`src/ibus_pkg.sv`:
```
package ibus_pkg;

   // ----------------------------------------------------------------
   // Command codes (7-bit, eighth line ignored)
   // ----------------------------------------------------------------
   localparam logic [6:0] listen_base   = 7'h20;
   localparam logic [6:0] unlisten_code = 7'h3F;
   localparam logic [6:0] talk_base     = 7'h40;
   localparam logic [6:0] untalk_code   = 7'h5F;
   localparam logic [6:0] second_base   = 7'h60;
   localparam logic [6:0] second_top    = 7'h7E;
   localparam logic [6:0] ppoll_cfg     = 7'h05;
   localparam logic [6:0] ppoll_disable = 7'h70;
   localparam int         fifo_depth    = 16;
   localparam int         data_width    = 9;

   typedef enum logic [1:0] {
      hs_idle,
      hs_ready,
      hs_accept
   } hs_state_e;

   // Received byte with its end-of-message mark
   typedef struct packed {
      logic       eom;
      logic [7:0] data;
   } rx_word_s;

   // Decoded command event
   typedef struct packed {
      logic       talk;
      logic       untalk;
      logic       listen;
      logic       unlisten;
      logic       second;
      logic       pp_enable;
      logic       pp_disable;
      logic [4:0] addr;
   } cmd_s;

endpackage

```
`src/ibus_fifo.sv`:
```
`timescale 1ns/1ps
module ibus_fifo #(
   parameter int width = 9,
   parameter int depth = 16
) (
   input  wire logic             clk,
   input  wire logic             nrst,
   input  wire logic [width-1:0] in_data,
   input  wire logic             in_valid,
   output logic                  in_ready,
   output logic      [width-1:0] out_data,
   output logic                  out_valid,
   input  wire logic             out_ready
);
   localparam int aw = $clog2(depth);

   logic [width-1:0] mem [depth];
   logic [aw-1:0]    wr_ptr;
   logic [aw-1:0]    rd_ptr;
   logic [aw:0]      count;
   wire              push = in_valid && in_ready;
   wire              pop  = out_valid && out_ready;

   assign in_ready  = (count != (aw+1)'(depth));
   assign out_valid = (count != '0);
   assign out_data  = mem[rd_ptr];

   always_ff @(posedge clk) begin
      if (push) begin
         mem[wr_ptr] <= in_data;
      end
   end

   always_ff @(posedge clk or negedge nrst) begin
      if (!nrst) begin
         wr_ptr <= '0;
         rd_ptr <= '0;
         count  <= '0;
      end else begin
         if (push) wr_ptr <= wr_ptr + 1'b1;
         if (pop)  rd_ptr <= rd_ptr + 1'b1;
         count <= count + (aw+1)'(push) - (aw+1)'(pop);
      end
   end
endmodule

```
`src/ibus_port.sv`:
```
`timescale 1ns/1ps
module ibus_port #(
   parameter logic [4:0] my_addr = 5'h01,
   parameter int         depth   = ibus_pkg::fifo_depth
) (
   input  wire logic       clk,
   input  wire logic       nrst,
   input  wire logic [7:0] dio_n_in,
   input  wire logic       dav_n_in,
   input  wire logic       atn_n_in,
   input  wire logic       eoi_n_in,
   input  wire logic       ifc_n_in,
   input  wire logic       ren_n_in,
   output logic            nrfd_n_out,
   output logic            nrfd_n_oe,
   output logic            ndac_n_out,
   output logic            ndac_n_oe,
   output logic            dio_n_out,
   output logic            dio_n_oe,
   output logic      [2:0] pp_line,
   input  wire logic       srq_req,
   output logic            srq_n_out,
   output logic            srq_n_oe,
   output logic      [7:0] rx_data,
   output logic            rx_eom,
   output logic            rx_valid,
   input  wire logic       rx_ready,
   output ibus_pkg::cmd_s  cmd,
   output logic            cmd_valid,
   output logic            talker,
   output logic            listener,
   output logic            remote,
   output logic            poll_enabled,
   output logic            ifc_seen
);
   // ----------------------------------------------------------------
   // Pin synchronisers
   // ----------------------------------------------------------------
   logic [12:0] sync1;
   logic [12:0] sync2;

   always_ff @(posedge clk or negedge nrst) begin
      if (!nrst) begin
         sync1 <= 13'h1FFF;
         sync2 <= 13'h1FFF;
      end else begin
         sync1 <= {ren_n_in, ifc_n_in, eoi_n_in, atn_n_in, dav_n_in,
                   dio_n_in};
         sync2 <= sync1;
      end
   end

   // Negative logic: a low line is true
   wire [7:0] bus_data = ~sync2[7:0];
   wire       dav      = ~sync2[8];
   wire       atn      = ~sync2[9];
   wire       eoi      = ~sync2[10];
   wire       ifc      = ~sync2[11];
   wire       ren      = ~sync2[12];

   // ----------------------------------------------------------------
   // Command decode
   // ----------------------------------------------------------------
   function automatic ibus_pkg::cmd_s decode(input logic [7:0] b,
                                             input logic       cfg);
      logic [6:0] c;
      decode = '0;
      c = b[6:0];
      decode.addr = c[4:0];
      decode.listen   = (c >= ibus_pkg::listen_base) &&
                        (c <  ibus_pkg::unlisten_code);
      decode.unlisten = (c == ibus_pkg::unlisten_code);
      decode.talk     = (c >= ibus_pkg::talk_base) &&
                        (c <  ibus_pkg::untalk_code);
      decode.untalk   = (c == ibus_pkg::untalk_code);
      decode.second   = (c >= ibus_pkg::second_base) &&
                        (c <= ibus_pkg::second_top);
      decode.pp_enable  = decode.second && cfg &&
                          (c < ibus_pkg::ppoll_disable);
      decode.pp_disable = decode.second && cfg &&
                          (c >= ibus_pkg::ppoll_disable);
   endfunction

   // ----------------------------------------------------------------
   // Acceptor handshake
   // ----------------------------------------------------------------
   ibus_pkg::hs_state_e state;
   ibus_pkg::hs_state_e next_state;
   logic                fifo_ready;
   logic                pp_cfg;
   logic [2:0]          pp_sel;
   logic                pp_on;

   // Commands are taken by every device; data only when listening
   wire involved  = atn || listener;
   wire can_take  = atn || fifo_ready;
   wire stall_data = !atn && !fifo_ready && !dav;
   wire take      = (state == ibus_pkg::hs_ready) && dav;
   ibus_pkg::cmd_s dec;
   assign dec = decode(bus_data, pp_cfg);

   always_comb begin
      next_state = state;
      case (state)
         ibus_pkg::hs_idle:
            if (involved && can_take && !dav) next_state = ibus_pkg::hs_ready;
         ibus_pkg::hs_ready:
            // Readiness won under attention is withdrawn when attention
            // drops with no room; a byte already valid then is still lost
            if (!involved || stall_data) next_state = ibus_pkg::hs_idle;
            else if (dav) next_state = ibus_pkg::hs_accept;
         ibus_pkg::hs_accept:
            if (!dav) next_state = ibus_pkg::hs_idle;
         default: next_state = ibus_pkg::hs_idle;
      endcase
   end

   // Open-drain: pull low (true) only while holding the line
   assign nrfd_n_out = 1'b0;
   assign nrfd_n_oe  = involved && (state != ibus_pkg::hs_ready);
   assign ndac_n_out = 1'b0;
   assign ndac_n_oe  = involved && (state != ibus_pkg::hs_accept);
   assign srq_n_out  = 1'b0;
   assign srq_n_oe   = srq_req;

   // Parallel poll answer on the assigned line while end and attention
   wire poll = atn && eoi;
   assign dio_n_out = 1'b0;
   assign dio_n_oe  = poll && pp_on;
   assign pp_line   = pp_sel;

   ibus_pkg::rx_word_s in_word;
   ibus_pkg::rx_word_s out_word;
   logic [ibus_pkg::data_width-1:0] out_bits;
   assign in_word  = '{eom: eoi, data: bus_data};
   assign out_word = ibus_pkg::rx_word_s'(out_bits);
   assign rx_data  = out_word.data;
   assign rx_eom   = out_word.eom;

   // Data bytes only with attention false
   wire data_take = take && !atn && listener;

   ibus_fifo #(
      .width (ibus_pkg::data_width),
      .depth (depth)
   ) u_fifo (
      .clk       (clk),
      .nrst      (nrst),
      .in_data   (in_word),
      .in_valid  (data_take),
      .in_ready  (fifo_ready),
      .out_data  (out_bits),
      .out_valid (rx_valid),
      .out_ready (rx_ready)
   );

   // ----------------------------------------------------------------
   // Addressing state
   // ----------------------------------------------------------------
   wire cmd_take = take && atn;
   always_ff @(posedge clk or negedge nrst) begin
      if (!nrst) begin
         state        <= ibus_pkg::hs_idle;
         cmd          <= '0;
         cmd_valid    <= 1'b0;
         talker       <= 1'b0;
         listener     <= 1'b0;
         pp_cfg       <= 1'b0;
         pp_on        <= 1'b0;
         pp_sel       <= 3'h0;
         remote       <= 1'b0;
         ifc_seen     <= 1'b0;
      end else begin
         state     <= next_state;
         cmd_valid <= cmd_take;
         remote    <= ren;
         ifc_seen  <= ifc;
         if (cmd_take) begin
            cmd <= dec;
         end
         if (ifc) begin
            // Interface clear drops all addressing, in any state
            talker   <= 1'b0;
            listener <= 1'b0;
            pp_cfg   <= 1'b0;
         end else if (cmd_take) begin
            if (dec.untalk || (dec.talk && dec.addr != my_addr))
               talker <= 1'b0;
            if (dec.talk && dec.addr == my_addr)
               talker <= 1'b1;
            if (dec.unlisten) listener <= 1'b0;
            if (dec.listen && dec.addr == my_addr)
               listener <= 1'b1;
            pp_cfg <= listener && (bus_data[6:0] == ibus_pkg::ppoll_cfg);
            if (dec.pp_enable) begin
               pp_on  <= 1'b1;
               pp_sel <= bus_data[2:0];
            end
            if (dec.pp_disable) pp_on <= 1'b0;
         end
      end
   end
   assign poll_enabled = pp_on;

   // ----------------------------------------------------------------
   // Checks
   // ----------------------------------------------------------------
   untalk_clears_a: assert property (
      @(posedge clk) disable iff (!nrst)
      cmd_take && dec.untalk && !ifc |=> !talker)
      else $error("untalk did not clear talker");

   talk_sets_a: assert property (
      @(posedge clk) disable iff (!nrst)
      cmd_take && dec.talk && dec.addr == my_addr && !ifc |=> talker)
      else $error("own talk address missed");

   listen_sets_a: assert property (
      @(posedge clk) disable iff (!nrst)
      cmd_take && dec.listen && dec.addr == my_addr && !ifc |=> listener)
      else $error("own listen address missed");

   parity_ignored_a: assert property (
      @(posedge clk) disable iff (!nrst)
      decode({1'b1, bus_data[6:0]}, pp_cfg) == dec)
      else $error("eighth bit changed decode");

   hold_ready_a: assert property (
      @(posedge clk) disable iff (!nrst)
      atn && state != ibus_pkg::hs_ready |-> nrfd_n_oe)
      else $error("not-ready released outside ready");

   hold_accept_a: assert property (
      @(posedge clk) disable iff (!nrst)
      take |=> !ndac_n_oe [*1] ##0 state == ibus_pkg::hs_accept)
      else $error("accept not signalled after valid");

   ifc_clears_a: assert property (
      @(posedge clk) disable iff (!nrst)
      ifc |=> !talker && !listener)
      else $error("interface clear kept addressing");

   poll_answer_a: assert property (
      @(posedge clk) disable iff (!nrst)
      poll && pp_on |-> dio_n_oe)
      else $error("parallel poll not answered");

   eom_kept_a: assert property (
      @(posedge clk) disable iff (!nrst)
      data_take && fifo_ready && eoi && !rx_valid |=> rx_valid && rx_eom)
      else $error("end mark lost");

   // ----------------------------------------------------------------
   // Handshake, addressing, poll, line and receive checks
   // ----------------------------------------------------------------
   // A full buffer must stall the talker rather than drop a byte; a byte already valid when attention drops onto a full buffer is dropped
   no_drop_full_a: assert property (
      @(posedge clk) disable iff (!nrst)
      data_take |-> fifo_ready)
      else $error("data byte taken into full buffer");

   accept_hold_a: assert property (
      @(posedge clk) disable iff (!nrst)
      state == ibus_pkg::hs_accept && dav |=> state == ibus_pkg::hs_accept)
      else $error("accept left while valid still true");

   retake_hold_a: assert property (
      @(posedge clk) disable iff (!nrst)
      take && involved && !ifc |=> nrfd_n_oe)
      else $error("not-ready not held after byte taken");

   ready_leave_a: assert property (
      @(posedge clk) disable iff (!nrst)
      state == ibus_pkg::hs_ready && !involved |=> state == ibus_pkg::hs_idle)
      else $error("ready kept while not involved");

   data_quiet_a: assert property (
      @(posedge clk) disable iff (!nrst)
      !atn && !listener |-> !nrfd_n_oe && !ndac_n_oe)
      else $error("handshake driven for data while not listening");

   data_not_cmd_a: assert property (
      @(posedge clk) disable iff (!nrst)
      take && !atn |=> !cmd_valid)
      else $error("data byte reported as command");

   cmd_pulse_a: assert property (
      @(posedge clk) disable iff (!nrst)
      cmd_take |=> cmd_valid && cmd == $past(dec))
      else $error("command not reported after take");

   talk_other_a: assert property (
      @(posedge clk) disable iff (!nrst)
      cmd_take && dec.talk && dec.addr != my_addr && !ifc |=> !talker)
      else $error("other talk address kept talker");

   unlisten_clears_a: assert property (
      @(posedge clk) disable iff (!nrst)
      cmd_take && dec.unlisten && !ifc |=> !listener)
      else $error("unlisten did not clear listener");

   pp_enable_a: assert property (
      @(posedge clk) disable iff (!nrst)
      cmd_take && dec.pp_enable && !ifc
      |=> pp_on && pp_line == $past(bus_data[2:0]))
      else $error("poll enable not taken");

   pp_disable_a: assert property (
      @(posedge clk) disable iff (!nrst)
      cmd_take && dec.pp_disable && !ifc |=> !pp_on)
      else $error("poll disable not taken");

   poll_quiet_a: assert property (
      @(posedge clk) disable iff (!nrst)
      !poll |-> !dio_n_oe)
      else $error("data line driven outside poll");

   ifc_seen_a: assert property (
      @(posedge clk) disable iff (!nrst)
      ifc |=> ifc_seen)
      else $error("interface clear not flagged");

   remote_follow_a: assert property (
      @(posedge clk) disable iff (!nrst)
      ren != remote |=> remote == $past(ren))
      else $error("remote did not follow enable line");

   rx_stands_a: assert property (
      @(posedge clk) disable iff (!nrst)
      rx_valid && !rx_ready |=> rx_valid && $stable(rx_data) && $stable(rx_eom))
      else $error("received word changed before taken");

   eom_clear_a: assert property (
      @(posedge clk) disable iff (!nrst)
      data_take && fifo_ready && !eoi && !rx_valid |=> rx_valid && !rx_eom)
      else $error("end mark set without end");
endmodule

```
`config.mk`:
```
export PLATFORM = sky130hd
export DESIGN_NAME = ibus_port
export DESIGN_NICKNAME = d
export VERILOG_FILES = /design/src/ibus_pkg.sv /design/src/ibus_fifo.sv /design/src/ibus_port.sv
export SDC_FILE = /design/constraint.sdc
export NUM_CORES = 1
export LEC_CHECK = 0
export ABC_CLOCK_PERIOD_IN_PS = 6900
export BUFFER_PORTS_ARGS = -buffer_cell sky130_fd_sc_hd__buf_2
export CAP_MARGIN = 20
export CORE_ASPECT_RATIO = 1.5
export CORE_MARGIN = 2
export CORE_UTILIZATION = 55
export DETAILED_ROUTE_END_ITERATION = 10
export GPL_ROUTABILITY_DRIVEN = 0
export PLACE_DENSITY = 0.8
export SETUP_SLACK_MARGIN = 0.15
export SYNTH_ARGS = -nofsm -noshare
export SYNTH_HDL_FRONTEND = slang
export SYNTH_SLANG_ARGS = --single-unit
```
`constraint.sdc`:
```
create_clock -name clk -period 6.9 [get_ports clk]
set_input_delay 1.38 -clock clk [delete_from_list [all_inputs] [get_ports clk]]
set_output_delay 1.38 -clock clk [all_outputs]
set_load 0.05 [all_outputs]
```
### After elaboration in Yosys (flattened, before gate mapping)

Memory sizes are Yosys's and may differ from the RTL's.
Index checks and enable logic that the tools add are counted.

* add/sub/neg operators: 4
* multiply operators: 0
* div/mod/pow operators: 0
* order comparisons: 8
* eq/ne operators: 16
* shift operators: 0
* muxes and demuxes: 19
* bitwise logic cells: 6
* reductions and logical operators: 38

Operators by type and width (count)
* $logic_and 1x1->1: 24
* $ge 7x7->1 const B: 3
* $lt 7x7->1 const B: 2
* $mux 1: 14
* $reduce_and 3->1: 3
* $add 4x1->4 const B: 2
* $mux 2: 4
* $not 8->8: 1
* $eq 7x3->1 const B: 1
* $eq 7x6->1 const B: 1
* $eq 7x7->1 const B: 1
* $ge 7x6->1 const B: 1
* $le 7x7->1 const B: 1
* $lt 7x6->1 const B: 1
* $ne 2x2->1 const B: 3
* $ne 3x1->1 const B: 2
* $pmux 2 s3: 1
* $add 5x1->5: 1
* $eq 5x1->1 const B: 1
* $ne 5x1->1 const B: 1
* $ne 5x5->1 const B: 1
* $not 1->1: 5
* $reduce_bool 5->1: 1
* $sub 5x1->5: 1
* other kinds (9): 15

* register bits: 63
* bits in latches: 0
* memory bits (writable): 144
* bits in read-only memories: 0
* input bits: 17
* output and inout bits: 39
* word-level logic and storage cells: 114
* memories: 1

Memory list
* u_fifo.mem: words 16, bits a word 9, rd ports 1, clocked after Yosys merged registers in 0, wr ports 1, RTL line ibus_fifo.sv:17 `logic [width-1:0] mem [depth];`

### Logic depth before layout (Yosys ltp)

* depth in word-level cells: 9
* depth in mapped cells: 14
* gate-level depth less buffers: 13

### Hierarchy

From an unflattened synthesis, not the netlist that was laid out.

* cell total of the unflattened synthesis: 486
* area, all modules: 8100.3 um^2

Modules (own cells, without submodules)
* ibus_fifo: times used 1, cells an instance 348, area each 6362.4 um^2, seq. area each 4649.5 um^2
* ibus_port: times used 1, cells an instance 138, area each 1737.9 um^2, seq. area each 1283.7 um^2

### Least setup slack after synthesis

No wires, ideal clock.

* path type: register to output
* start point: register pp_on, in the netlist poll_enabled
* end point: output dio_n_oe
* arrival time: 1.843 ns
* data required time: 5.520 ns
* path slack: 3.677 ns
* cell stages (with the launch flop): 2
* path buffers: 0
* path through: dfrtp_1 > nor3b_1

* cells in the longest elaborated chain, start to end: 1

Ends and longest elaborated chain
* start, declared: RTL line ibus_port.sv:92 `logic pp_on;`
* start signal, assigned: RTL line ibus_port.sv:169 `pp_on <= 1'b0;`
* start signal, assigned: RTL line ibus_port.sv:196 `pp_on <= 1'b1;`
* start signal, assigned: RTL line ibus_port.sv:199 `if (dec.pp_disable) pp_on <= 1'b0;`
* $logic_and 1x1->1: RTL line ibus_port.sv:129 `assign dio_n_oe = poll && pp_on;`
* end, declared: RTL line ibus_port.sv:19 `output logic dio_n_oe,`

No other way between the ends.

### Final worst setup path

* start point: register u_fifo.rd_ptr[0]
* end point: output rx_data[2]

* cells in the longest elaborated chain, start to end: 1

Ends and longest elaborated chain
* start, declared: RTL line ibus_fifo.sv:19 `logic [aw-1:0] rd_ptr;`
* start signal, assigned: RTL line ibus_fifo.sv:41 `if (pop) rd_ptr <= rd_ptr + 1'b1;`
* $mem_v2 16x9
* end, declared: RTL line ibus_port.sv:24 `output logic [7:0] rx_data,`

No other way between the ends.

==> PnR_summary.wiki <==
{| class="wikitable"
! Metric !! Value
|-
| Status || complete, no violations
|-
| Launching element type of the critical path || flip-flop
|-
| Worst-case clock buffer depth || 3
|-
| Total wirelength of the detailed-routed design || between 15000 and 20000 microns
|-
| Via density || 5.75
|-
| Post-route DRC || 0
|-
| Post-CTS Hold Buffers || 0
|-
| Share of the yosys chip area belonging to registers || about three quarters
|-
| CP cell instances || buf_4 -> mux4_2 -> a22oi_1 -> nand2_1 -> buf_2
|-
| Cell types occupying the most area after synthesis || sky130_fd_sc_hd__edfxtp_1 (54%), sky130_fd_sc_hd__dfrtp_1 (12%), sky130_fd_sc_hd__mux4_2 (10%)
|-
| Post-synthesis cell count || 449
|-
| Mapped Area || roughly 0.008 sq mm
|-
| Antenna diode instance count || 0
|-
| Number of enable-type register cells in the synthesized netlist || 144
|-
| CTS tree || done
|-
| Global-route wire length before repair || 23000 microns
|-
| Number of placed instances with taps included || 676
|-
| Hold WC Path Type || flip-flop to flip-flop
|-
| Worst vdd rail ir drop || approximately 280 uV
|-
| Fraction of the mapped netlist area in simple logic gates || 5.20%
|-
| Count of pins over their slew limit || 0
|-
| CP max FO || 24
|-
| Synth Area in Compound Gates || 4.07%
|-
| Hold path start || sync1[0]
|-
| Post-layout nets || 538
|-
| Worst-path clk slew || 0.07 ns
|-
| Critical path launch point || u_fifo.rd_ptr[0]
|-
| Synth Register Bits || 207
|-
| Remaining Overflow, GRT || 0
|-
| Buffers and inverters on the worst path || 2
|-
| Post-CTS setup buffer count || 0
|-
| Startpoint-to-endpoint class of the critical path || flip-flop to output pin
|-
| Number of clock buffers inserted by TritonCTS || 19
|-
| Synthesized-area fraction occupied by adder cells || 1.98%
|-
| Largest clock skew in the final design || 0.0114 ns
|-
| Normalized max-slew margin || 23.1%
|-
| Proportion of register bits with asynchronous set or reset after synthesis || 30.4%
|-
| Maximum number of pins on one net before global-route repair || 64
|-
| Crit-path slowest cell || sky130_fd_sc_hd__dfrtp_2
|-
| Setup-violating endpoint count in the final report || 0
|-
| Setup Total Neg Slack || 0 ns
|-
| Number of search-and-repair iterations in the first detailed-routing pass || 8
|-
| Count of buffers inserted at the top-level ports || 49
|-
| Final count of hold timing violations || 0
|-
| Endpoint required time on the critical path || between 5 and 6 ns
|-
| Vias in the first global route || 4233
|-
| Arrival time at the worst endpoint || 2.80 ns
|-
| Core area || 0.0141 sq mm
|-
| Via count of the routed design || between 4000 and 5000
|-
| Number of top-level pins || 56
|-
| Die Area || 0.0155 sq mm
|-
| Combinational family with the most area after synthesis || multiplexers
|-
| Synthesized area per cell || 17.8 sq um
|-
| Shortest clock period the worst path allows after layout || 4.18 ns
|-
| Power per standard cell area || 375 mW/mm^2
|-
| Cell family with most CP delay || buffers and inverters
|-
| Antenna-violating nets left || 0
|-
| Average wire per standard cell || 21.3 microns
|-
| # H-tree levels || 1
|-
| Post-synthesis to final-layout area growth || 14.2%
|-
| Skew-Pair Late Insertion Delay || roughly 0.48 ns
|-
| GRT Total Usage || between 20 and 25%
|-
| Max-cap violations || 0
|-
| Resized cells post-CTS || 0
|-
| Root buf cell || sky130_fd_sc_hd__clkbuf_16
|-
| Number of fillers in the final layout || between 900 and 1000
|-
| Most common cell in the synthesized netlist || sky130_fd_sc_hd__edfxtp_1
|-
| Element type at the critical path end || output pin
|-
| Initial antenna violation count || 0
|-
| Delay of the slowest cell on the worst path || 0.68 ns
|-
| Count of routing violations after the opening detailed-route iteration || 285
|-
| Most used standard cells in the synthesized netlist || sky130_fd_sc_hd__edfxtp_1 (144), sky130_fd_sc_hd__dfrtp_1 (37), sky130_fd_sc_hd__mux4_2 (36), sky130_fd_sc_hd__nand2_1 (33), sky130_fd_sc_hd__dfstp_2 (26)
|-
| Origin of the critical flop-to-flop path || u_fifo.count[3]
|-
| Final standard cell count with taps included and fillers excluded || 713
|-
| Fin crit share || about three fifths
|-
| Synth warn || 0
|-
| Distinct cell type count of the synthesized netlist || 43
|-
| Number of standard-cell rows in the floorplan || 53
|-
| Die width || 102 microns
|-
| Area share of the largest cell type after synthesis || 54.3%
|-
| Cell taking the most area after synthesis || sky130_fd_sc_hd__edfxtp_1
|-
| Post-Synth XOR/XNOR Area || 1.10%
|-
| Sink count of the clock tree || 207
|-
| Reported leakage power || 3.37 nW
|-
| Max Freq || 239 MHz
|-
| Multiplexer fraction of the synthesized cell area || 10.4%
|-
| Pin slew with the least headroom to its limit || 1.15 ns
|-
| Total half-perimeter wirelength after legalization and detailed placement || slightly below 10000 microns
|-
| Predominant post-synthesis flop cell || sky130_fd_sc_hd__edfxtp_1
|-
| Initial core utilization || 56.4%
|-
| Height of the die || 151 microns
|-
| Setup repair after global routing missed its margin || no
|-
| Share of layout cells above drive strength 1 || 31.1%
|}
logic make-up after synthesis:
family	count (synthesis)
xor+xnor	10
flops	207
fa+ha+maj	12
mux	37
simple gates	85
other cells	1
buf+inv	47
compound gates	50
through the flow:
stage               power, mW  utilization (%)  hold slack, ns  instance area (sq um)  setup slack, ns
floorplan                2.21                -           0.345                   7980             3.68
global placement         2.37             59.3           0.345                   8370             3.21
detailed placement       2.39             59.6           0.347                   8420             3.19
CTS                      3.44             64.1           0.355                   9060             2.68
global route             3.55             64.4           0.357                   9100             2.55
finish                   3.41             64.4           0.352                   9100             2.72
placed cells by master (no fill, tap or decap), types with 2 or more instances in the layout:
cell type / n
sky130_fd_sc_hd__nand4_1: 4
sky130_fd_sc_hd__dfrtp_1: 36
sky130_fd_sc_hd__clkbuf_8: 3
sky130_fd_sc_hd__buf_4: 4
sky130_fd_sc_hd__nor2b_1: 5
sky130_fd_sc_hd__mux4_2: 36
sky130_fd_sc_hd__clkbuf_16: 21
sky130_fd_sc_hd__a21oi_1: 7
sky130_fd_sc_hd__ha_1: 11
sky130_fd_sc_hd__nand2_1: 33
sky130_fd_sc_hd__buf_6: 7
sky130_fd_sc_hd__buf_2: 49
sky130_fd_sc_hd__clkbuf_1: 2
sky130_fd_sc_hd__a22oi_1: 18
sky130_fd_sc_hd__nand3_1: 2
sky130_fd_sc_hd__edfxtp_1: 144
sky130_fd_sc_hd__dfstp_2: 26
sky130_fd_sc_hd__xor2_1: 3
sky130_fd_sc_hd__nor3_2: 4
sky130_fd_sc_hd__nand2b_1: 5
sky130_fd_sc_hd__nor2_1: 21
sky130_fd_sc_hd__o41ai_1: 2
sky130_fd_sc_hd__conb_1: 4
sky130_fd_sc_hd__clkinvlp_4: 2
sky130_fd_sc_hd__xnor2_1: 7
sky130_fd_sc_hd__a22o_1: 3
sky130_fd_sc_hd__o21ai_0: 15
sky130_fd_sc_hd__o31ai_1: 2
sky130_fd_sc_hd__inv_1: 23
sky130_fd_sc_hd__clkinv_2: 2
sequential cells by signal, summed over array words and instances (netlist names), 2 cells and up:
| name | cells |
|---|---|
| cmd | 12 |
| pp_line | 3 |
| sync1 | 13 |
| sync2 | 13 |
| u_fifo.count | 5 |
| u_fifo.wr_ptr | 4 |
| u_fifo.mem | 144 |
| u_fifo.rd_ptr | 4 |
| state | 2 |
power breakdown:
part | internal [mW] | switching (mW) | total, mW
logic | 0.352 | 0.542 | 0.894
registers | 1.39 | 0.0780 | 1.46
clock network | 0.622 | 0.430 | 1.05
worst register-to-register path: cells and delay by family, from the launching register on:
kind,cells,cell delay (ns)
XOR/XNOR,1,0.14
flip-flops,1,0.40
AO/OA/AOI/OAI,2,0.25
buffers and inverters,4,0.28
AND/OR/NAND/NOR,2,0.68
adder cells (fa/ha/maj),4,1.01
area by class of cell:
| type | count | area [sq um] | share of cell area (%) |
|---|---|---|---|
| Inverter | 23 | 86.3 | 0.949 |
| Timing Repair Buffer | 60 | 354 | 3.89 |
| Tap cell | 192 | 240 | 2.64 |
| Clock buffer | 26 | 574 | 6.31 |
| Clock inverter | 7 | 65.1 | 0.715 |
| Sequential cell | 207 | 5930 | 65.2 |
| Multi-Input combinational cell | 198 | 1840 | 20.3 |
final timing paths:
path / cells after the start / end / slack [ns]
min in group asynchronous: 2 / cmd[0] / 1.05
setup / recovery: 5 / rx_data[2] / 2.72
hold reg to reg: 0 / sync2[0] / 0.35
setup reg to reg: 13 / u_fifo.count[4] / 4.09
hold / removal: 0 / sync2[0] / 0.35
max in group asynchronous: 2 / u_fifo.rd_ptr[0] / 5.30
layer usage:
metal	global-route usage (%)	share of wire, %
met1	25.7	39
met2	34.3	53
met3	3.37	5.7
met4	9.67	2.9
met5	0	0
Note: power is estimated with default switching activity, not from simulation.
